### src/rx_backend_cfg.svh
// constants of the receive back end: register offsets, fields, resets, timing
// assumes inclusion by its bare name from the design file
`ifndef RX_BACKEND_CFG_SVH
`define RX_BACKEND_CFG_SVH
`define ADDR_CLOCK_SELECT_A    7'h06
`define ADDR_CLOCK_DIVIDER_B   7'h07
`define ADDR_FREQ_ERROR_CTRL   7'h15
`define ADDR_FREQ_ERROR_RESULT 7'h16
`define ADDR_RX_CONTROL        7'h00
`define SYNC_SCALE_MSB   3
`define SYNC_SCALE_LSB   1
`define RATE_SCALE_HI    0
`define RATE_SCALE_MSB   7
`define RATE_SCALE_LSB   6
`define REF_DIV_MSB      5
`define REF_DIV_LSB      0
`define MOD_SCALE_MSB    6
`define MOD_SCALE_LSB    4
`define SYNC_EN_BIT      3
`define RX_MODE_MSB      2
`define RX_MODE_LSB      1
`define RX_MODE_RECEIVE  2'h1
`define EST_MODE_MSB     1
`define EST_MODE_LSB     0
`define EST_SPAN_MSB     3
`define EST_SPAN_LSB     2
`define RESET_CLOCK_A    8'h00
`define RESET_CLOCK_B    8'h01
`define RESET_EST_CTRL   8'h00
`define RESET_RX_CTRL    8'h00
`define OVERSAMPLE       16
`define SCALE_TOP        7
`endif

### src/rx_backend_pkg.sv
// types of the receive back end
// assumes the cfg header sits in the same folder
`default_nettype none
package rx_backend_pkg;
    typedef enum logic [1:0] {est_off, est_up, est_down, est_both} est_mode_e;
    typedef enum logic [1:0] {sync_idle, sync_hunt, sync_locked} sync_state_e;
endpackage : rx_backend_pkg
`default_nettype wire

### src/rx_freq_error_and_bit_sync.sv
// frequency error estimator, bit synchronizer, output fifo and register port
// assumes demodulator pulses and bit stream synchronous to clk_in
//
// Implementation choice: the strobed register port.
`include "rx_backend_cfg.svh"
`default_nettype none

module stream_fifo #(
    parameter int WIDTH = 1,
    parameter int DEPTH = 8
) (
    input  wire logic             clk_in,
    input  wire logic             nrst_in,
    input  wire logic             clear_in,
    input  wire logic [WIDTH-1:0] wr_data_in,
    input  wire logic             wr_valid_in,
    output logic                  wr_ready_out,
    output logic      [WIDTH-1:0] rd_data_out,
    output logic                  rd_valid_out,
    input  wire logic             rd_ready_in
);
    localparam int AW = $clog2(DEPTH);
    logic [WIDTH-1:0] mem_q [DEPTH];
    logic [AW-1:0]    wp_q;
    logic [AW-1:0]    rp_q;
    // one bit wider than the pointers so full and empty never alias
    logic [AW:0]      cnt_q;
    logic             push;
    logic             pop;

    assign wr_ready_out = (cnt_q != (AW+1)'(DEPTH));
    assign rd_valid_out = (cnt_q != '0);
    assign rd_data_out  = mem_q[rp_q];
    assign push         = wr_valid_in && wr_ready_out;
    assign pop          = rd_valid_out && rd_ready_in;

    always_ff @(posedge clk_in) begin
        if (push) begin
            mem_q[wp_q] <= wr_data_in;
        end
    end

    always_ff @(posedge clk_in or negedge nrst_in) begin
        if (!nrst_in) begin
            wp_q  <= '0;
            rp_q  <= '0;
            cnt_q <= '0;
        end else if (clear_in) begin
            wp_q  <= '0;
            rp_q  <= '0;
            cnt_q <= '0;
        end else begin
            if (push) begin
                wp_q <= (wp_q == AW'(DEPTH-1)) ? '0 : wp_q + 1'b1;
            end
            if (pop) begin
                rp_q <= (rp_q == AW'(DEPTH-1)) ? '0 : rp_q + 1'b1;
            end
            cnt_q <= cnt_q + (AW+1)'(push) - (AW+1)'(pop);
        end
    end
endmodule : stream_fifo

module rx_freq_error_and_bit_sync #(
    parameter int FIFO_DEPTH = 8,
    parameter int CNT_W      = 12
) (
    input  wire logic       clk_in,
    input  wire logic       nrst_in,
    input  wire logic [6:0] addr_in,
    input  wire logic [7:0] wdata_in,
    input  wire logic       wr_in,
    input  wire logic       rd_in,
    output logic      [7:0] rdata_out,
    input  wire logic       up_pulse_in,
    input  wire logic       down_pulse_in,
    input  wire logic       rx_bit_in,
    output logic            recovered_bit_clock_out,
    output logic            serial_data_pin_out,
    output logic            serial_data_pin_oe_out,
    output logic            modulator_tick_out,
    output logic            rate_tick_out
);
    import rx_backend_pkg::*;

    logic [7:0] clock_a_q;
    logic [7:0] clock_b_q;
    logic [7:0] est_ctrl_q;
    logic [7:0] rx_ctrl_q;
    logic [7:0] result_q;
    logic [7:0] rdata_q;

    // register writes
    // the result register has no write path, writes to it fall through
    always_ff @(posedge clk_in or negedge nrst_in) begin
        if (!nrst_in) begin
            clock_a_q  <= `RESET_CLOCK_A;
            clock_b_q  <= `RESET_CLOCK_B;
            est_ctrl_q <= `RESET_EST_CTRL;
            rx_ctrl_q  <= `RESET_RX_CTRL;
        end else if (wr_in) begin
            if (addr_in == `ADDR_CLOCK_SELECT_A) begin
                clock_a_q <= {1'b0, wdata_in[6:0]};
            end else if (addr_in == `ADDR_CLOCK_DIVIDER_B) begin
                clock_b_q <= wdata_in;
            end else if (addr_in == `ADDR_FREQ_ERROR_CTRL) begin
                est_ctrl_q <= {4'h0, wdata_in[3:0]};
            end else if (addr_in == `ADDR_RX_CONTROL) begin
                rx_ctrl_q <= wdata_in;
            end
        end
    end

    // read data one cycle after the strobe, zero otherwise
    always_ff @(posedge clk_in or negedge nrst_in) begin
        if (!nrst_in) begin
            rdata_q <= 8'h00;
        end else if (!rd_in) begin
            rdata_q <= 8'h00;
        end else if (addr_in == `ADDR_CLOCK_SELECT_A) begin
            rdata_q <= clock_a_q;
        end else if (addr_in == `ADDR_CLOCK_DIVIDER_B) begin
            rdata_q <= clock_b_q;
        end else if (addr_in == `ADDR_FREQ_ERROR_CTRL) begin
            rdata_q <= est_ctrl_q;
        end else if (addr_in == `ADDR_FREQ_ERROR_RESULT) begin
            rdata_q <= result_q;
        end else if (addr_in == `ADDR_RX_CONTROL) begin
            rdata_q <= rx_ctrl_q;
        end else begin
            rdata_q <= 8'h00;
        end
    end
    assign rdata_out = rdata_q;

    // shared reference divider and power-of-two scalers
    logic [5:0] ref_div;
    logic [2:0] sync_scale;
    logic [2:0] rate_scale;
    logic [2:0] mod_scale;
    logic [5:0] ref_cnt_q;
    logic       ref_tick;
    logic [6:0] pre_cnt_q;
    assign ref_div    = clock_b_q[`REF_DIV_MSB:`REF_DIV_LSB];
    assign sync_scale = clock_a_q[`SYNC_SCALE_MSB:`SYNC_SCALE_LSB];
    assign rate_scale = {clock_a_q[`RATE_SCALE_HI],
                         clock_b_q[`RATE_SCALE_MSB:`RATE_SCALE_LSB]};
    assign mod_scale  = clock_a_q[`MOD_SCALE_MSB:`MOD_SCALE_LSB];
    // a zero divider is treated as one so the scalers never stall
    assign ref_tick   = (ref_cnt_q >= ref_div - 6'h01) || (ref_div == 6'h00);

    always_ff @(posedge clk_in or negedge nrst_in) begin
        if (!nrst_in) begin
            ref_cnt_q <= 6'h00;
            pre_cnt_q <= 7'h00;
        end else if (ref_tick) begin
            ref_cnt_q <= 6'h00;
            pre_cnt_q <= pre_cnt_q + 7'h01;
        end else begin
            ref_cnt_q <= ref_cnt_q + 6'h01;
        end
    end

    // tick when the low (7 - scale) prescaler bits roll over
    function automatic logic scaled_tick(input logic [6:0] cnt, input logic [2:0] sc);
        logic [6:0] mask;
        mask = 7'h7f >> sc;
        return (cnt & mask) == mask;
    endfunction : scaled_tick

    logic sync_tick;
    assign sync_tick = ref_tick && scaled_tick(pre_cnt_q, sync_scale);

    always_ff @(posedge clk_in or negedge nrst_in) begin
        if (!nrst_in) begin
            modulator_tick_out <= 1'b0;
            rate_tick_out      <= 1'b0;
        end else begin
            modulator_tick_out <= ref_tick && scaled_tick(pre_cnt_q, mod_scale);
            rate_tick_out      <= ref_tick && scaled_tick(pre_cnt_q, rate_scale);
        end
    end

    // frequency error estimator
    est_mode_e  est_mode;
    logic [1:0] span_code;
    logic [6:0] span_len;
    logic [CNT_W-1:0] acc_q;
    logic [6:0] sym_cnt_q;
    logic       sym_done;
    logic [1:0] est_mode_q;
    assign est_mode  = est_mode_e'(est_ctrl_q[`EST_MODE_MSB:`EST_MODE_LSB]);
    assign span_code = est_ctrl_q[`EST_SPAN_MSB:`EST_SPAN_LSB];
    assign span_len  = 7'h08 << span_code;

    // own symbol framing, so spans complete with the synchronizer off too
    // framing restarts with the count so every span is exactly its length, except where a write changes only the span code
    logic [3:0] sym_tick_q;
    logic       est_restart;
    assign est_restart = est_mode == est_off || est_mode_q != est_mode;
    assign sym_done    = sync_tick && sym_tick_q == 4'hf;

    always_ff @(posedge clk_in or negedge nrst_in) begin
        if (!nrst_in) begin
            sym_tick_q <= 4'h0;
        end else if (est_restart) begin
            sym_tick_q <= 4'h0;
        end else if (sync_tick) begin
            sym_tick_q <= sym_tick_q + 4'h1;
        end
    end

    always_ff @(posedge clk_in or negedge nrst_in) begin
        if (!nrst_in) begin
            acc_q      <= '0;
            sym_cnt_q  <= 7'h00;
            result_q   <= 8'h00;
            est_mode_q <= 2'h0;
        end else begin
            est_mode_q <= est_mode;
            if (est_restart) begin
                // a mode change restarts the span
                // off mode clears the count but keeps the last result
                acc_q     <= '0;
                sym_cnt_q <= 7'h00;
            end else begin
                if (sym_done && sym_cnt_q >= span_len - 7'h01) begin
                    // saturate into eight bits, wide count avoids wrap
                    result_q  <= sat8(acc_q);
                    acc_q     <= '0;
                    sym_cnt_q <= 7'h00;
                end else begin
                    if (sym_done) begin
                        sym_cnt_q <= sym_cnt_q + 7'h01;
                    end
                    case (est_mode)
                        est_up:   acc_q <= acc_q + CNT_W'(up_pulse_in);
                        est_down: acc_q <= acc_q - CNT_W'(down_pulse_in);
                        est_both: acc_q <= acc_q + CNT_W'(up_pulse_in)
                                         - CNT_W'(down_pulse_in);
                        default:  acc_q <= acc_q;
                    endcase
                end
            end
        end
    end

    function automatic logic [7:0] sat8(input logic [CNT_W-1:0] v);
        logic signed [CNT_W-1:0] s;
        s = $signed(v);
        if (s > 127) begin
            return 8'h7f;
        end else if (s < -128) begin
            return 8'h80;
        end
        return v[7:0];
    endfunction : sat8

    // bit synchronizer: 16 sync ticks per bit, phase nudged on data edges
    sync_state_e state_q;
    logic       sync_on;
    logic [3:0] phase_q;
    logic       prev_bit_q;
    logic [4:0] align_q;
    logic       fifo_ready;
    logic       fifo_valid;
    logic       fifo_bit;
    logic       take_bit;
    logic       push_bit;
    assign sync_on  = rx_ctrl_q[`SYNC_EN_BIT] &&
                      rx_ctrl_q[`RX_MODE_MSB:`RX_MODE_LSB] == `RX_MODE_RECEIVE;
    assign push_bit = sync_on && sync_tick && phase_q == 4'h7 &&
                      fifo_ready;
    assign take_bit = sync_on && sync_tick && phase_q == 4'h0;

    always_ff @(posedge clk_in or negedge nrst_in) begin
        if (!nrst_in) begin
            state_q    <= sync_idle;
            phase_q    <= 4'h0;
            prev_bit_q <= 1'b0;
            align_q    <= 5'h00;
        end else if (!sync_on) begin
            state_q <= sync_idle;
            phase_q <= 4'h0;
            align_q <= 5'h00;
        end else if (sync_tick) begin
            prev_bit_q <= rx_bit_in;
            case (state_q)
                sync_idle: begin
                    state_q <= sync_hunt;
                    phase_q <= phase_q + 4'h1;
                end
                default: begin
                    // one phase step per data edge; a worst offset of eight steps
                    // needs eight edges, well inside 22 symbols
                    if (rx_bit_in != prev_bit_q && phase_q != 4'h0) begin
                        phase_q <= (phase_q < 4'h8) ? phase_q : phase_q + 4'h2;
                    end else begin
                        phase_q <= phase_q + 4'h1;
                    end
                    if (rx_bit_in != prev_bit_q && phase_q != 4'h0 && phase_q != 4'hf) begin
                        align_q <= 5'h00;
                    end else if (phase_q == 4'hf && align_q != 5'h1f) begin
                        align_q <= align_q + 5'h01;
                    end
                    state_q <= (align_q >= 5'h02) ? sync_locked : sync_hunt;
                end
            endcase
        end
    end

    // fifo decouples mid-bit sampling from the output edge; overflow drops bits
    stream_fifo #(.WIDTH(1), .DEPTH(FIFO_DEPTH)) u_fifo (
        .clk_in       (clk_in),
        .nrst_in      (nrst_in),
        .clear_in     (!sync_on),
        .wr_data_in   (rx_bit_in),
        .wr_valid_in  (push_bit),
        .wr_ready_out (fifo_ready),
        .rd_data_out  (fifo_bit),
        .rd_valid_out (fifo_valid),
        .rd_ready_in  (take_bit)
    );

    // clock high for the first seven of the 16 ticks of a bit, data updated at the rising edge
    // outside sync the pin passes the demodulated level straight through
    always_ff @(posedge clk_in or negedge nrst_in) begin
        if (!nrst_in) begin
            recovered_bit_clock_out <= 1'b0;
            serial_data_pin_out     <= 1'b0;
            serial_data_pin_oe_out  <= 1'b0;
        end else begin
            serial_data_pin_oe_out <= rx_ctrl_q[`RX_MODE_MSB:`RX_MODE_LSB] == `RX_MODE_RECEIVE;
            if (!sync_on) begin
                recovered_bit_clock_out <= 1'b0;
                serial_data_pin_out     <= rx_bit_in;
            end else if (sync_tick) begin
                recovered_bit_clock_out <= phase_q[3] == 1'b0 ? phase_q != 4'h7 : 1'b0;
                if (take_bit && fifo_valid) begin
                    serial_data_pin_out <= fifo_bit;
                end
            end
        end
    end
endmodule : rx_freq_error_and_bit_sync

`default_nettype wire

### config.mk
export PLATFORM = sky130hd
export DESIGN_NAME = rx_freq_error_and_bit_sync
export DESIGN_NICKNAME = d
export VERILOG_FILES = /design/src/rx_backend_pkg.sv /design/src/rx_freq_error_and_bit_sync.sv
export VERILOG_INCLUDE_DIRS = /design/src
export SDC_FILE = /design/constraint.sdc
export NUM_CORES = 1
export LEC_CHECK = 0
export BUFFER_PORTS_ARGS = -buffer_cell sky130_fd_sc_hd__clkbuf_2
export CORE_UTILIZATION = 47
export DETAILED_ROUTE_END_ITERATION = 8
export SETUP_SLACK_MARGIN = 0.1
export SYNTH_ARGS = -nofsm -noshare
export SYNTH_HDL_FRONTEND = slang
export SYNTH_SLANG_ARGS = --single-unit
### constraint.sdc
create_clock -name clk_in -period 4.69 [get_ports clk_in]
set_input_delay 1.407 -clock clk_in [delete_from_list [all_inputs] [get_ports clk_in]]
set_output_delay 1.407 -clock clk_in [all_outputs]
set_load 0.005 [all_outputs]
==> Yosys cells after proc, flatten, opt, wreduce, memory -nomap -nowiden <==
Memory sizes are Yosys's and may differ from the RTL's.
Index checks and enable logic that the tools add are counted.
{ "totals": {"ff_bits": 108, "mem_bits_rw": 8, "input_bits": 22, "wordCells": 173, "memories": 1} }
{ "classes": {"n_addsub": 16, "magnitude_cmp": 6, "eq_ne": 28, "shift": 4, "muxes": 51, "bitwise": 7, "reduce_logical": 36} }
{ "memory_table": {"columns": ["memory", "words", "word_bits", "read_ports", "rd_clocked_by_memory_dff", "wr", "line_no", "rtl"], "rows": [
  ["u_fifo.mem_q", 8, 1, 1, 0, 1, "rx_freq_error_and_bit_sync.sv:23", "logic [WIDTH-1:0] mem_q [DEPTH];"]
]} }
{ "op_table": {"columns": ["op", "count"], "rows": [
  ["$mux 8", 9],
  ["$pmux 12 s3", 1],
  ["$mux 4", 8],
  ["$mux 5", 5],
  ["$mux 12", 2],
  ["$sub 12x1->12", 2],
  ["$and 7x7->7", 3],
  ["$eq 7x7->1", 3],
  ["$mux 7", 3],
  ["$shr 7x3->7 const A", 3],
  ["$mux 3", 6],
  ["$logic_and 1x1->1", 15],
  ["$add 7x1->7 const B", 2],
  ["$eq 7x3->1 const B", 2],
  ["$eq 7x5->1 const B", 2],
  ["$add 12x1->12", 1],
  ["$gt 12x8->1 const B", 1],
  ["$lt 12x8->1 const B", 1],
  ["$mux 1", 12],
  ["$reduce_and 2->1", 5],
  ["$add 4x1->4 const B", 2],
  ["$eq 4x4->1 const B", 2],
  ["$mux 2", 4],
  ["$ne 4x3->1 const B", 2],
  ["other kinds (38)", 52]
]} }

==> Longest topological paths before layout <==
Gate-level depths: netlist of run 1.
{ "depth": {"ltp_word": 11, "depth_mapped": 15} }

==> Cells and area by module <==
Synthesis of run 1 repeated with hierarchy kept, for this count alone.
{ "hier_totals": {"hier_cells": 664, "area_unflattened_um2": 6645.1} }
{ "modules_own_cells": {"columns": ["module", "n_inst", "cells_each", "area_each_um2", "seq_area_each_um2"], "rows": [
  ["rx_freq_error_and_bit_sync", 1, 578, 5651.7, 2453.6],
  ["stream_fifo", 1, 86, 993.5, 490.5]
]} }

==> Worst setup path before layout of run 1 <==
OpenSTA, ideal clock, no wires.
{ "synth_timing": {"path_kind": "input to register", "startpoint": "input up_pulse_in", "endpoint": "register acc_q[7]", "setup_time_ns": 0.121, "arrival_time_ns": 3.470, "slack_ns": 1.099, "path_stages": 11, "path_buffers": 2, "path_cell_list": "ha_1 > ha_1 > clkbuf_2 > and3_1 > clkbuf_1 > a311oi_1 > a31oi_1 > o311a_1 > a211oi_2 > xor2_1 > nor2_1"} }
{ "synth_between": {"elab_chain_len": 5} }
{ "synth_rtl": {"columns": ["element", "line_no", "rtl"], "rows": [
  ["start, declared", "rx_freq_error_and_bit_sync.sv:75", "input wire logic up_pulse_in,"],
  ["$add 12x1->12 *", "rx_freq_error_and_bit_sync.sv:237, rx_freq_error_and_bit_sync.sv:239", null],
  ["$sub 12x1->12", "rx_freq_error_and_bit_sync.sv:240", "- CNT_W'(down_pulse_in);"],
  ["$pmux 12 s3 *", "rx_freq_error_and_bit_sync.sv:236", "case (est_mode)"],
  ["$mux 12 *", "rx_freq_error_and_bit_sync.sv:227", "if (sym_done && sym_cnt_q >= span_len - 7'h01) begin"],
  ["$mux 12 *", "rx_freq_error_and_bit_sync.sv:221", "if (est_restart) begin"],
  ["end signal, assigned", "rx_freq_error_and_bit_sync.sv:237", "est_up: acc_q <= acc_q + CNT_W'(up_pulse_in);"],
  ["end signal, assigned", "rx_freq_error_and_bit_sync.sv:238", "est_down: acc_q <= acc_q - CNT_W'(down_pulse_in);"],
  ["end signal, assigned", "rx_freq_error_and_bit_sync.sv:241", "default: acc_q <= acc_q;"],
  ["end, declared", "rx_freq_error_and_bit_sync.sv:188", "logic [CNT_W-1:0] acc_q;"]
]} }
Every way passes the cells marked *; elsewhere a longest branch is shown, timed or not.
A chain may end at the register's enable or synchronous reset.

==> Worst setup path after layout of run 1 <==
{ "layout_timing": {"startpoint": "register clock_b_q[4]", "endpoint": "register u_fifo.cnt_q[1]"} }
{ "layout_between": {"elab_chain_len": 11, "elab_cells_between_ends": 14} }
{ "layout_rtl": {"columns": ["element", "line_no", "rtl"], "rows": [
  ["start, declared", "rx_freq_error_and_bit_sync.sv:87", "logic [7:0] clock_b_q;"],
  ["start signal, assigned", "rx_freq_error_and_bit_sync.sv:98", "clock_b_q <= `RESET_CLOCK_B;"],
  ["start signal, assigned", "rx_freq_error_and_bit_sync.sv:105", "clock_b_q <= wdata_in;"],
  ["$sub 6x1->6", "rx_freq_error_and_bit_sync.sv:150", "assign ref_tick = (ref_cnt_q >= ref_div - 6'h01) || (ref_div == 6'h00);"],
  ["$ge 6x6->1", "rx_freq_error_and_bit_sync.sv:150", null],
  ["$logic_or 1x1->1 *", "rx_freq_error_and_bit_sync.sv:150", null],
  ["$logic_and 1x1->1 *", "rx_freq_error_and_bit_sync.sv:172", "assign sync_tick = ref_tick && scaled_tick(pre_cnt_q, sync_scale);"],
  ["$logic_and 1x1->1 *", "rx_freq_error_and_bit_sync.sv:272, rx_freq_error_and_bit_sync.sv:274", null],
  ["$logic_and 1x1->1 (2 in a row)", "rx_freq_error_and_bit_sync.sv:272", "assign push_bit = sync_on && sync_tick && phase_q == 4'h7 &&"],
  ["$logic_and 1x1->1", "rx_freq_error_and_bit_sync.sv:34", "assign push = wr_valid_in && wr_ready_out;"],
  ["$add 4x1->4", "rx_freq_error_and_bit_sync.sv:59", "cnt_q <= cnt_q + (AW+1)'(push) - (AW+1)'(pop);"],
  ["$sub 4x1->4 *", "rx_freq_error_and_bit_sync.sv:59", null],
  ["$mux 4 *", "rx_freq_error_and_bit_sync.sv:48", "end else if (clear_in) begin"],
  ["end signal, assigned", "rx_freq_error_and_bit_sync.sv:59", null],
  ["end, declared", "rx_freq_error_and_bit_sync.sv:27", "logic [AW:0] cnt_q;"]
]} }
Marks and branches as above.

==> metrics.cfg, run 1 <==
[run_status]
status=completed

[critical_path]
r2r_cells=12
endpoint_kind=flop
cp.required_ns=4.99
critPathLaunchType=flop
arrival_ns=3.94
crit_fanout=8
rr_endpoint=u_fifo.cnt_q[1]
rr_startpoint=clock_b_q[4]
r2r_setup_slack_ns=1.05
crit_type=flop to flop

[synth]
synth_xor_area_share_pct=4.99
ys_seq_elements=116
synth_top_family_by_area=simple AND/OR/NAND/NOR gates
yosysUniqueCellTypes=75
ys.flop_type=dfrtp_1
synth_seq_area_share_pct=44.1
synth_nets=735
yosys_warnings=0
postSynthCellCount=677
synth_area_per_cell_um2=9.85
synth_compound_area_share_pct=15.0
async_reset_ff_share_pct=93.1
yosys.area_share.simple_pct=19.4
syn_area_mm2=0.00667
synthAdderAreaFrac_pct=6.86
synth_edf_count=8
synth_mux_area_share_pct=6.58

[power]
total_power_mw=3.45
total_leakage_power_nw=3.32
p_int_mw=2.35
seqPwrFrac_pct=38.4
p_sw_mw=1.10
power_frac_clock_pct=39.0
combPwrFrac_pct=22.5
p_per_area_mw_per_mm2=453
switching_share_pct=31.9
irDropWorstVdd_v=0.000339

[cells_and_area]
final_util_pct=54.8
n_fill_cell=1237
area_growth_syn_to_layout_pct=14.0
final_area_mm2=0.00761
nNetsFinal=767
drive_gt1_share_pct=16.3
layout_common_cells=dfrtp_1 (107), nor2_1 (76), nand2_1 (56), a21oi_1 (50), ha_1 (35)
antenna_cells=0
final_common_cell=dfrtp_1

[timing]
fin_skew_ns=0.0111
fmax_ghz=0.275
finalCritPeriodShare_pct=77.6
setup-tns-final_ns=0
rsz0062_at_grt=no
period_minus_slack_ns=3.64
relSlewSlack_pct=19.7
slew_viol_final=0
hold_violations=0
finalSetupViolations=0
whs_ns=0.496
worst-slew-pin-transition_ns=1.19

[worst_hold_path]
min_to=ref_cnt_q[0]
worstHoldStart=ref_cnt_q[0]
hold_path_depth=1
hp-class=flop to flop

[die]
dieHeight_um=121
die_x_um=121
pin_count=35
num_rows=43
core_area_mm2=0.0139
start_util_pct=48.1
die_area_mm2=0.0147

[clock_tree]
numCtsBuffers=17
cts_resized=0
hold_buffers=0
htreeDepth=4
clk_pin_slew_worst_paths_ns=0.06
cts.sinks=116
ctsLongestPathBuffers=2
clock_latency_ns=0.42
cts_root_buffer=clkbuf_16
cts_tree=done
cts_setup_buffers=0

[drt]
antenna_left=0
routedWlPerCell_um=16.5
via_per_inst=5.71
firstDrtPassIters=4
num_vias=5152
routed_wl_um=14900
first_iter_violations=231
drc=0

[placement]
placed_cell_area_mm2=0.00700
gp_congestion=0.844
dp_hpwl_um=10200
io_buffers=34

[grt]
first_global_vias=5288
grt_overflow_total=0
antenna_found_initial=0
grt_pass1_wl_um=25700
grt_usage_pct=22.6
grt_max_degree=64

[run]
cap_violations=0

## sequential cells by signal, summed over array words and instances (netlist names), 4 cells and up
name / cells
rdata_out: 8
est_ctrl_q: 4
align_q: 5
clock_a_q: 7
ref_cnt_q: 6
u_fifo.cnt_q: 4
acc_q: 12
pre_cnt_q: 7
rx_ctrl_q: 8
clock_b_q: 8
phase_q: 4
sym_tick_q: 4
result_q: 8
sym_cnt_q: 7
u_fifo.mem_q: 8
## how the worst max path moves through the flow
stage,startpoint,endpoint,slack [ns],depth (start not counted)
floorplan,up_pulse_in,acc_q[7],1.10,11
global placement,up_pulse_in,acc_q[7],0.96,9
detailed placement,up_pulse_in,acc_q[7],0.86,9
CTS,clock_b_q[0],u_fifo.cnt_q[1],1.04,12
global route,clock_b_q[0],u_fifo.cnt_q[2],0.80,13
finish,clock_b_q[4],u_fifo.cnt_q[1],1.05,12
## through the flow
stage	instances	worst slack (ns)
after floorplan	677	1.10
after global placement	870	0.957
after detailed placement	870	0.857
after CTS	902	1.04
after global routing	902	0.800
final	902	1.05
## cell type report
type | instances | area [um2] | area share (%)
timing repair buffer | 39 | 223 | 2.93
clock buffer | 22 | 454 | 5.97
sequential | 116 | 2940 | 38.7
clock inverter | 10 | 155 | 2.04
tap | 180 | 225 | 2.96
inverter | 21 | 78.8 | 1.04
multi-input combinational | 514 | 3530 | 46.4
## kinds of logic (layout without fill, tap and decap cells)
logic type / after synthesis / count (layout)
fa+ha+maj: 36 / 36
flops: 116 / 116
buf+inv: 47 / 92
xor+xnor: 38 / 38
compound gates: 150 / 150
mux: 38 / 38
simple gates: 252 / 252
## worst max-delay path, cell delays in order, from the launching register on
cell      delay (ns)
dfrtp_1         0.43
nor3_1          0.32
nand3_1         0.13
xor2_1          0.16
ha_1            0.30
a221oi_1        0.41
o21a_1          0.45
nor3_2          0.18
ha_1            0.31
inv_1           0.04
ha_1            0.21
fa_1            0.43
and3_1          0.16
## layer usage
metal  global-route usage (%)  share of wire [%]  vias up  wire, um
met5                        0                  0        -         0
met4                     8.56                1.7        0       252
li1                         -                  -     2514         -
met1                     29.3                 47     2522      7040
met3                     5.08                3.7       22       552
met2                     36.7                 47       94      7050
## synth_stat cells, types with 3 or more instances
| master | number | share of area (%) |
|---|---|---|
| dfrtp_1 | 107 | 40 |
| nor2_1 | 76 | 4.3 |
| nand2_1 | 56 | 3.2 |
| a21oi_1 | 50 | 3.8 |
| ha_1 | 35 | 6.6 |
| o21ai_0 | 28 | 2.1 |
| mux2_2 | 27 | 4.6 |
| nand3_1 | 25 | 1.9 |
| inv_1 | 21 | 1.2 |
| xor2_1 | 21 | 2.8 |
| xnor2_1 | 17 | 2.2 |
| clkbuf_1 | 16 | 0.90 |
| and3_1 | 14 | 1.3 |
| nor3_1 | 14 | 1.1 |
| a211oi_1 | 11 | 1.2 |
| mux2i_1 | 9 | 1.4 |
| edfxtp_1 | 8 | 3.6 |
| nand2b_1 | 8 | 0.75 |
| nor2b_1 | 8 | 0.75 |
| nor3b_1 | 8 | 0.90 |
| buf_2 | 6 | 0.45 |
| nand4_1 | 6 | 0.56 |
| or4_1 | 6 | 0.68 |
| a22oi_1 | 5 | 0.56 |
| o22ai_1 | 5 | 0.47 |
| a21o_1 | 4 | 0.45 |
| a222oi_1 | 4 | 0.60 |
| a31oi_1 | 4 | 0.38 |
| and2_1 | 4 | 0.38 |
| nor4_1 | 4 | 0.38 |
| a211o_1 | 3 | 0.39 |
| a211oi_2 | 3 | 0.56 |
| a21boi_0 | 3 | 0.34 |
| a31o_2 | 3 | 0.39 |
| o21a_1 | 3 | 0.34 |
| or3_1 | 3 | 0.28 |
## power groups by stage
stage                     Clock, mW  Sequential (mW)  Combinational (mW)
after floorplan                   0             1.23               0.661
after global placement            0             1.33               0.757
after detailed placement          0             1.33               0.781
after CTS                      1.37             1.32               0.786
after global routing           1.42             1.34               0.893
final                          1.35             1.33               0.777
(Power assumes the default switching activity.)
==> run 2, diff against run 1 <==
==> constraint.sdc (replaced) <==
create_clock -name clk_in -period 3.8 [get_ports clk_in]
set_input_delay 1.14 -clock clk_in [delete_from_list [all_inputs] [get_ports clk_in]]
set_output_delay 1.14 -clock clk_in [all_outputs]
set_load 0.005 [all_outputs]
==> metrics.cfg, run 2 (synthesis results as in run 1) <==
[die]
num_rows=43  ; unchanged
dieHeight_um=121  ; unchanged
die_x_um=121  ; unchanged
die_area_mm2=0.0147  ; unchanged
start_util_pct=48.1  ; unchanged
core_area_mm2=0.0139  ; unchanged
pin_count=35  ; unchanged

[timing]
hold_violations=0  ; unchanged
finalCritPeriodShare_pct=88.4  ; was 77.6%
relSlewSlack_pct=52.8  ; was 19.7%
fin_skew_ns=0.00932  ; was 0.0111 ns
fin_ws_ns=0.442  ; was 1.05 ns
worst-slew-pin-transition_ns=0.706  ; was 1.19 ns
finalSetupViolations=0  ; unchanged
setup-tns-final_ns=0  ; unchanged
rsz0062_at_grt=no  ; unchanged
slew_viol_final=0  ; unchanged
period_minus_slack_ns=3.36  ; was 3.64 ns
fmax_ghz=0.298  ; was 0.275 GHz

[cells_and_area]
n_fill_cell=1231  ; was 1237
largest_register=acc_q  ; unchanged
final_common_cell=dfrtp_1  ; unchanged
drive_gt1_share_pct=17.9  ; was 16.3%
layout_common_cells=dfrtp_1 (107), nor2_1 (76), nand2_1 (56), a21oi_1 (50), ha_1 (35)  ; unchanged
area_growth_syn_to_layout_pct=15.5  ; was 14.0%
antenna_cells=0  ; unchanged
nNetsFinal=776  ; was 767
largest_reg_flops=12  ; unchanged

[grt]
grt_overflow_total=0  ; unchanged
first_global_vias=5119  ; was 5288
grt_pass1_wl_um=25200  ; was 25700 um
grt_max_degree=53  ; was 64
antenna_found_initial=0  ; unchanged
grt_usage_pct=22.3  ; was 22.6%

[drt]
routedWlPerCell_um=16.5  ; about the same
first_iter_violations=391  ; was 231
antenna_left=0  ; unchanged
num_vias=5230  ; was 5152
drc=0  ; unchanged
firstDrtPassIters=5  ; was 4
via_per_inst=5.74  ; was 5.71
routed_wl_um=15000  ; was 14900 um

[clock_tree]
clk_pin_slew_worst_paths_ns=0.06  ; about the same
cts_resized=0  ; unchanged
cts_tree=done  ; unchanged
cts_setup_buffers=0  ; unchanged
hold_buffers=0  ; unchanged
cts.sinks=116  ; unchanged
ctsLongestPathBuffers=2  ; unchanged
htreeDepth=4  ; unchanged
clock_latency_ns=0.43  ; was 0.42 ns
cts_root_buffer=clkbuf_16  ; unchanged
numCtsBuffers=17  ; unchanged

[run]
cap_violations=0  ; unchanged

[critical_path]
arrival_ns=3.67  ; was 3.94 ns
path_cells=nor3_1 -> nand3_1 -> xor2_1 -> ha_1 -> a221oi_1 -> o21a_1 -> nor3_2 -> ha_1 -> inv_1 -> ha_1 -> fa_1 -> and3_1  ; unchanged
crit_top_cell=ha_1  ; unchanged
r2r_setup_slack_ns=0.44  ; was 1.05 ns
crit_fanout=4  ; was 8
cp.required_ns=4.11  ; was 4.99 ns
rr_startpoint=clock_b_q[4]  ; unchanged
critPathLaunchType=flop  ; unchanged
slowest_stage=dfrtp_1  ; was o21a_1
crit_type=flop to flop  ; unchanged
cp_slowest_stage_delay_ns=0.45  ; about the same
endpoint_kind=flop  ; unchanged
startpoint=clock_b_q[4]  ; unchanged

[placement]
io_buffers=34  ; unchanged
pre_cts_ws_ns=0.306  ; was 0.857 ns
dp_hpwl_um=10600  ; was 10200 um
gp_congestion=0.830  ; was 0.844

[run_status]
status=completed  ; unchanged

[worst_hold_path]
hp-class=flop to flop  ; unchanged
worstHoldStart=ref_cnt_q[0]  ; unchanged

[power]
total_leakage_power_nw=3.38  ; was 3.32 nW
irDropWorstVdd_v=0.000382  ; was 0.000339 V
p_per_area_mw_per_mm2=563  ; was 453 mW/mm2

[run 2: cell count changes in the layout (fill, tap and decap cells not counted), sizes merged]
cell,change
clkbuf,-2
inv,+1
clkinv,+1
buf,+9
[run 2: path summary, 6_finish.rpt]
kind                                   end  cells past startpoint
setup / recovery           u_fifo.cnt_q[1]                     12
hold / removal                ref_cnt_q[0]                      1
setup reg to reg           u_fifo.cnt_q[1]                     12
hold reg to reg               ref_cnt_q[0]                      1
max in group asynchronous    est_ctrl_q[0]                      2
min in group asynchronous       align_q[3]                      1
[run 2: worst max-delay path, delay by kind of cell, from the launching register on]
kind | cells | cell delay (ns)
AO/OA/AOI/OAI | 2 | 0.66
adder cells (fa/ha/maj) | 4 | 1.23
flip-flops | 1 | 0.45
buffers and inverters | 1 | 0.04
XOR/XNOR | 1 | 0.17
AND/OR/NAND/NOR | 4 | 0.71
[run 2: layer usage]
layer / GRT usage [%] / wire (um)
met5: 0 / 0
met4: 9.03 / 267
met3: 4.61 / 487
met2: 36.5 / 7210
met1: 28.6 / 7030
[run 2: where the power goes]
part / switching (mW) / total [mW] / internal (mW)
clock network: 0.581 / 1.73 / 1.15
logic: 0.549 / 0.972 / 0.423
registers: 0.255 / 1.64 / 1.38
total: 1.39 / 4.34 / 2.95
[run 2: area by class of cell]
cell class / count / area, um2 / area share [%]
well taps: 180 / 225 / 2.92
inverters: 21 / 78.8 / 1.02
multi-input cells: 514 / 3530 / 45.7
clock buffers: 20 / 467 / 6.06
clock inverters: 12 / 176 / 2.29
repair buffers: 48 / 290 / 3.77
flip-flops and latches: 116 / 2940 / 38.2
[run 2: stage by stage]
stage                     total power, mW  util, %  std cells  hold WS (ns)  instance area (um2)
after floorplan                      2.33        -        677         0.349                 6670
after global placement               2.60     50.9        879         0.488                 7060
after detailed placement             2.62     50.9        879         0.489                 7060
after CTS                            4.36     55.5        911         0.497                 7710
after global routing                 4.60     55.5        911         0.513                 7710
final                                4.34     55.5        911         0.489                 7710
==> run 3, diff against run 2 <==
--- a/config.mk
+++ b/config.mk
@@ -7,9 +7,11 @@
 export NUM_CORES = 1
 export LEC_CHECK = 0
 export BUFFER_PORTS_ARGS = -buffer_cell sky130_fd_sc_hd__clkbuf_2
+export CAP_MARGIN = 20
 export CORE_UTILIZATION = 47
 export DETAILED_ROUTE_END_ITERATION = 8
 export SETUP_SLACK_MARGIN = 0.1
 export SYNTH_ARGS = -nofsm -noshare
 export SYNTH_HDL_FRONTEND = slang
+export SYNTH_HIERARCHICAL = 1
 export SYNTH_SLANG_ARGS = --single-unit
==> metrics.cfg, run 3 <==
[timing]
slew_viol_final=0  ; unchanged
relSlewSlack_pct=48.4  ; was 52.8%
fmax_ghz=0.285  ; was 0.298 GHz
hold_violations=0  ; unchanged
finalSetupViolations=0  ; unchanged
worst-slew-pin-transition_ns=0.773  ; was 0.706 ns
period_minus_slack_ns=3.51  ; was 3.36 ns
fin_skew_ns=0.00473  ; was 0.00932 ns
setup-tns-final_ns=0  ; unchanged
finalCritPeriodShare_pct=92.3  ; was 88.4%
rsz0062_at_grt=no  ; unchanged
fin_ws_ns=0.293  ; was 0.442 ns

[die]
dieHeight_um=121  ; about the same
num_rows=43  ; unchanged
pin_count=35  ; unchanged
start_util_pct=48.1  ; about the same
die_x_um=121  ; about the same
core_area_mm2=0.0138  ; was 0.0139 mm2
die_area_mm2=0.0146  ; was 0.0147 mm2

[clock_tree]
cts_resized=0  ; unchanged
ctsLongestPathBuffers=2  ; unchanged
cts.sinks=116  ; unchanged
clk_pin_slew_worst_paths_ns=0.06  ; about the same
cts_setup_buffers=0  ; unchanged
clock_latency_ns=0.43  ; about the same
htreeDepth=4  ; unchanged
cts_tree=done  ; unchanged
numCtsBuffers=17  ; unchanged
cts_root_buffer=clkbuf_16  ; unchanged
hold_buffers=0  ; unchanged

[worst_hold_path]
hold_path_depth=2  ; was 1
hp-class=flop to flop  ; unchanged

[critical_path]
critPathLaunchType=flop  ; unchanged
crit_fanout=4  ; unchanged
cp.required_ns=4.07  ; was 4.11 ns
r2r_cells=17  ; was 12
arrival_ns=3.78  ; was 3.67 ns
endpoint_kind=flop  ; unchanged
crit_type=flop to flop  ; unchanged

[drt]
firstDrtPassIters=5  ; unchanged
drc=0  ; unchanged
first_iter_violations=281  ; was 391
via_per_inst=5.71  ; was 5.74
routed_wl_um=14900  ; was 15000 um
num_vias=5125  ; was 5230
routedWlPerCell_um=16.6  ; was 16.5 um
antenna_left=0  ; unchanged

[synth]
ys.flop_type=dfrtp_1  ; unchanged
ys_seq_elements=116  ; unchanged
synth.top_cells.by_count=dfrtp_1 (107), nor2_1 (60), nand2_1 (59)  ; was dfrtp_1 (107), nor2_1 (76), nand2_1 (56)
synth_edf_count=8  ; unchanged
synth_top_area_cell=dfrtp_1  ; unchanged
yosysUniqueCellTypes=85  ; was 75
yosysTopAreaCellShare_pct=40.3  ; was 40.1%
synth_area_per_cell_um2=10.0  ; was 9.85 um2
postSynthCellCount=664  ; was 677
synth_nets=722  ; was 735
async_reset_ff_share_pct=93.1  ; unchanged
yosysMostFrequentCell=dfrtp_1  ; unchanged
synth_seq_area_share_pct=44.3  ; was 44.1%
yosys-top-cells-area=dfrtp_1 (40%), ha_1 (6.6%), mux2_2 (5.1%), edfxtp_1 (3.6%), nor2_1 (3.4%)  ; was dfrtp_1 (40%), ha_1 (6.6%), mux2_2 (4.6%), nor2_1 (4.3%), a21oi_1 (3.8%)
syn_area_mm2=0.00665  ; was 0.00667 mm2
yosys_warnings=6  ; was 0

[cells_and_area]
drive_gt1_share_pct=20.1  ; was 17.9%
final_common_cell=dfrtp_1  ; unchanged
largest_reg_flops=12  ; unchanged
largest_register=acc_q  ; unchanged
n_fill_cell=1226  ; was 1231
nNetsFinal=762  ; was 776
area_growth_syn_to_layout_pct=14.0  ; was 15.5%
final_util_pct=54.8  ; was 55.5%
multi_input_area_mm2=0.00349  ; was 0.00353 mm2
seqCellArea_mm2=0.00294  ; unchanged
layout_common_cells=dfrtp_1 (107), nor2_1 (59), nand2_1 (59), a21oi_1 (41), ha_1 (35)  ; was dfrtp_1 (107), nor2_1 (76), nand2_1 (56), a21oi_1 (50), ha_1 (35)
stdcell_count=897  ; was 911
antenna_cells=0  ; unchanged

[grt]
grt_pass1_wl_um=25000  ; was 25200 um
first_global_vias=5167  ; was 5119
grt_overflow_total=0  ; unchanged
grt_usage_pct=22.0  ; was 22.3%
grt_max_degree=67  ; was 53
antenna_found_initial=0  ; unchanged

[power]
irDropWorstVdd_v=0.000331  ; was 0.000382 V
p_per_area_mw_per_mm2=442  ; was 563 mW/mm2
combPwrFrac_pct=11.9  ; was 22.4%
total_power_mw=3.35  ; was 4.34 mW
seqPwrFrac_pct=42.7  ; was 37.7%
switching_share_pct=28.4  ; was 32.0%
p_sw_mw=0.949  ; was 1.39 mW
p_int_mw=2.40  ; was 2.95 mW
power_frac_clock_pct=45.3  ; was 39.9%
total_leakage_power_nw=3.25  ; was 3.38 nW

[run]
cap_violations=0  ; unchanged

[placement]
pre_cts_ws_ns=0.128  ; was 0.306 ns
io_buffers=34  ; unchanged
gp_congestion=0.827  ; was 0.830
dp_hpwl_um=10400  ; was 10600 um
dp_cells=865  ; was 879

[run_status]
status=completed  ; unchanged

## run 3: cell count changes in the layout (fill, tap and decap cells not counted), moves of 4 or more
cell        change
xor2_1          -7
nor3b_1         -5
a21oi_1         -9
nand4_1         +5
a211oi_1        -6
o21ai_0         +5
o21ai_1         +5
xnor2_1         +7
and3_1          -5
clkinvlp_4      +4
nor2_1         -17
## run 3: layer usage
layer	vias to the layer above	GRT usage (%)	wire length, um
met2	89	35.8	7180
met1	2533	28.4	7010
met3	12	5.31	552
met5	-	0	0
li1	2491	-	-
met4	0	7.79	167
## run 3: cell families after synthesis
| group | after synthesis | share of synthesized area [%] |
|---|---|---|
| adder cells (fa/ha/maj) | 36 | 6.89 |
| AO/OA/AOI/OAI | 142 | 13.9 |
| XOR/XNOR | 38 | 5.01 |
| AND/OR/NAND/NOR | 245 | 19.4 |
| flip-flops | 116 | 44.3 |
| multiplexers | 40 | 6.97 |
| buffers and inverters | 47 | 3.46 |
## run 3: per-stage QoR
stage	area (um2)	hold slack [ns]
finish	7580	0.486
floorplan	6650	0.349
CTS	7550	0.495
global route	7580	0.530
global placement	6990	0.480
detailed placement	6990	0.483
## run 3: area by class of cell
type | count | area share (%)
multi-input combinational | 501 | 46.1
sequential | 116 | 38.9
clock buffer | 17 | 5.62
timing repair buffer | 45 | 3.53
tap | 180 | 2.97
clock inverter | 15 | 1.77
inverter | 23 | 1.14
## run 3: worst paths after layout
check / from / end / slack [ns]
max: clock_b_q[0] / u_fifo/cnt_q[2] / 0.29
min: result_q[1] / result_q[1] / 0.49
max reg2reg: clock_b_q[0] / u_fifo/cnt_q[2] / 0.29
min reg2reg: result_q[1] / result_q[1] / 0.49
max in group asynchronous: nrst_in / clock_b_q[0] / 2.33
min in group asynchronous: nrst_in / rdata_out[6] / 0.70
## run 3: power by group through the flow
stage               sequential, mW  combinational, mW  clock (mW)
finish                        1.43              0.400        1.52
global route                  1.44              0.451        1.61
global placement              1.44              0.377           0
floorplan                     1.40              0.300           0
CTS                           1.42              0.396        1.55
detailed placement            1.45              0.392           0
## run 3: critical path, cell delays in order (launching register included)
cell     delay [ns]
dfstp_2        0.55
inv_1          0.09
ha_1           0.23
xnor2_1        0.14
ha_1           0.21
a211o_1        0.28
a21oi_2        0.17
o21a_1         0.18
nor2_2         0.06
nand3_2        0.11
nor2_1         0.06
and2_4         0.15
ha_1           0.27
inv_1          0.04
ha_1           0.20
fa_1           0.38
xnor2_1        0.18
nor2_1         0.06
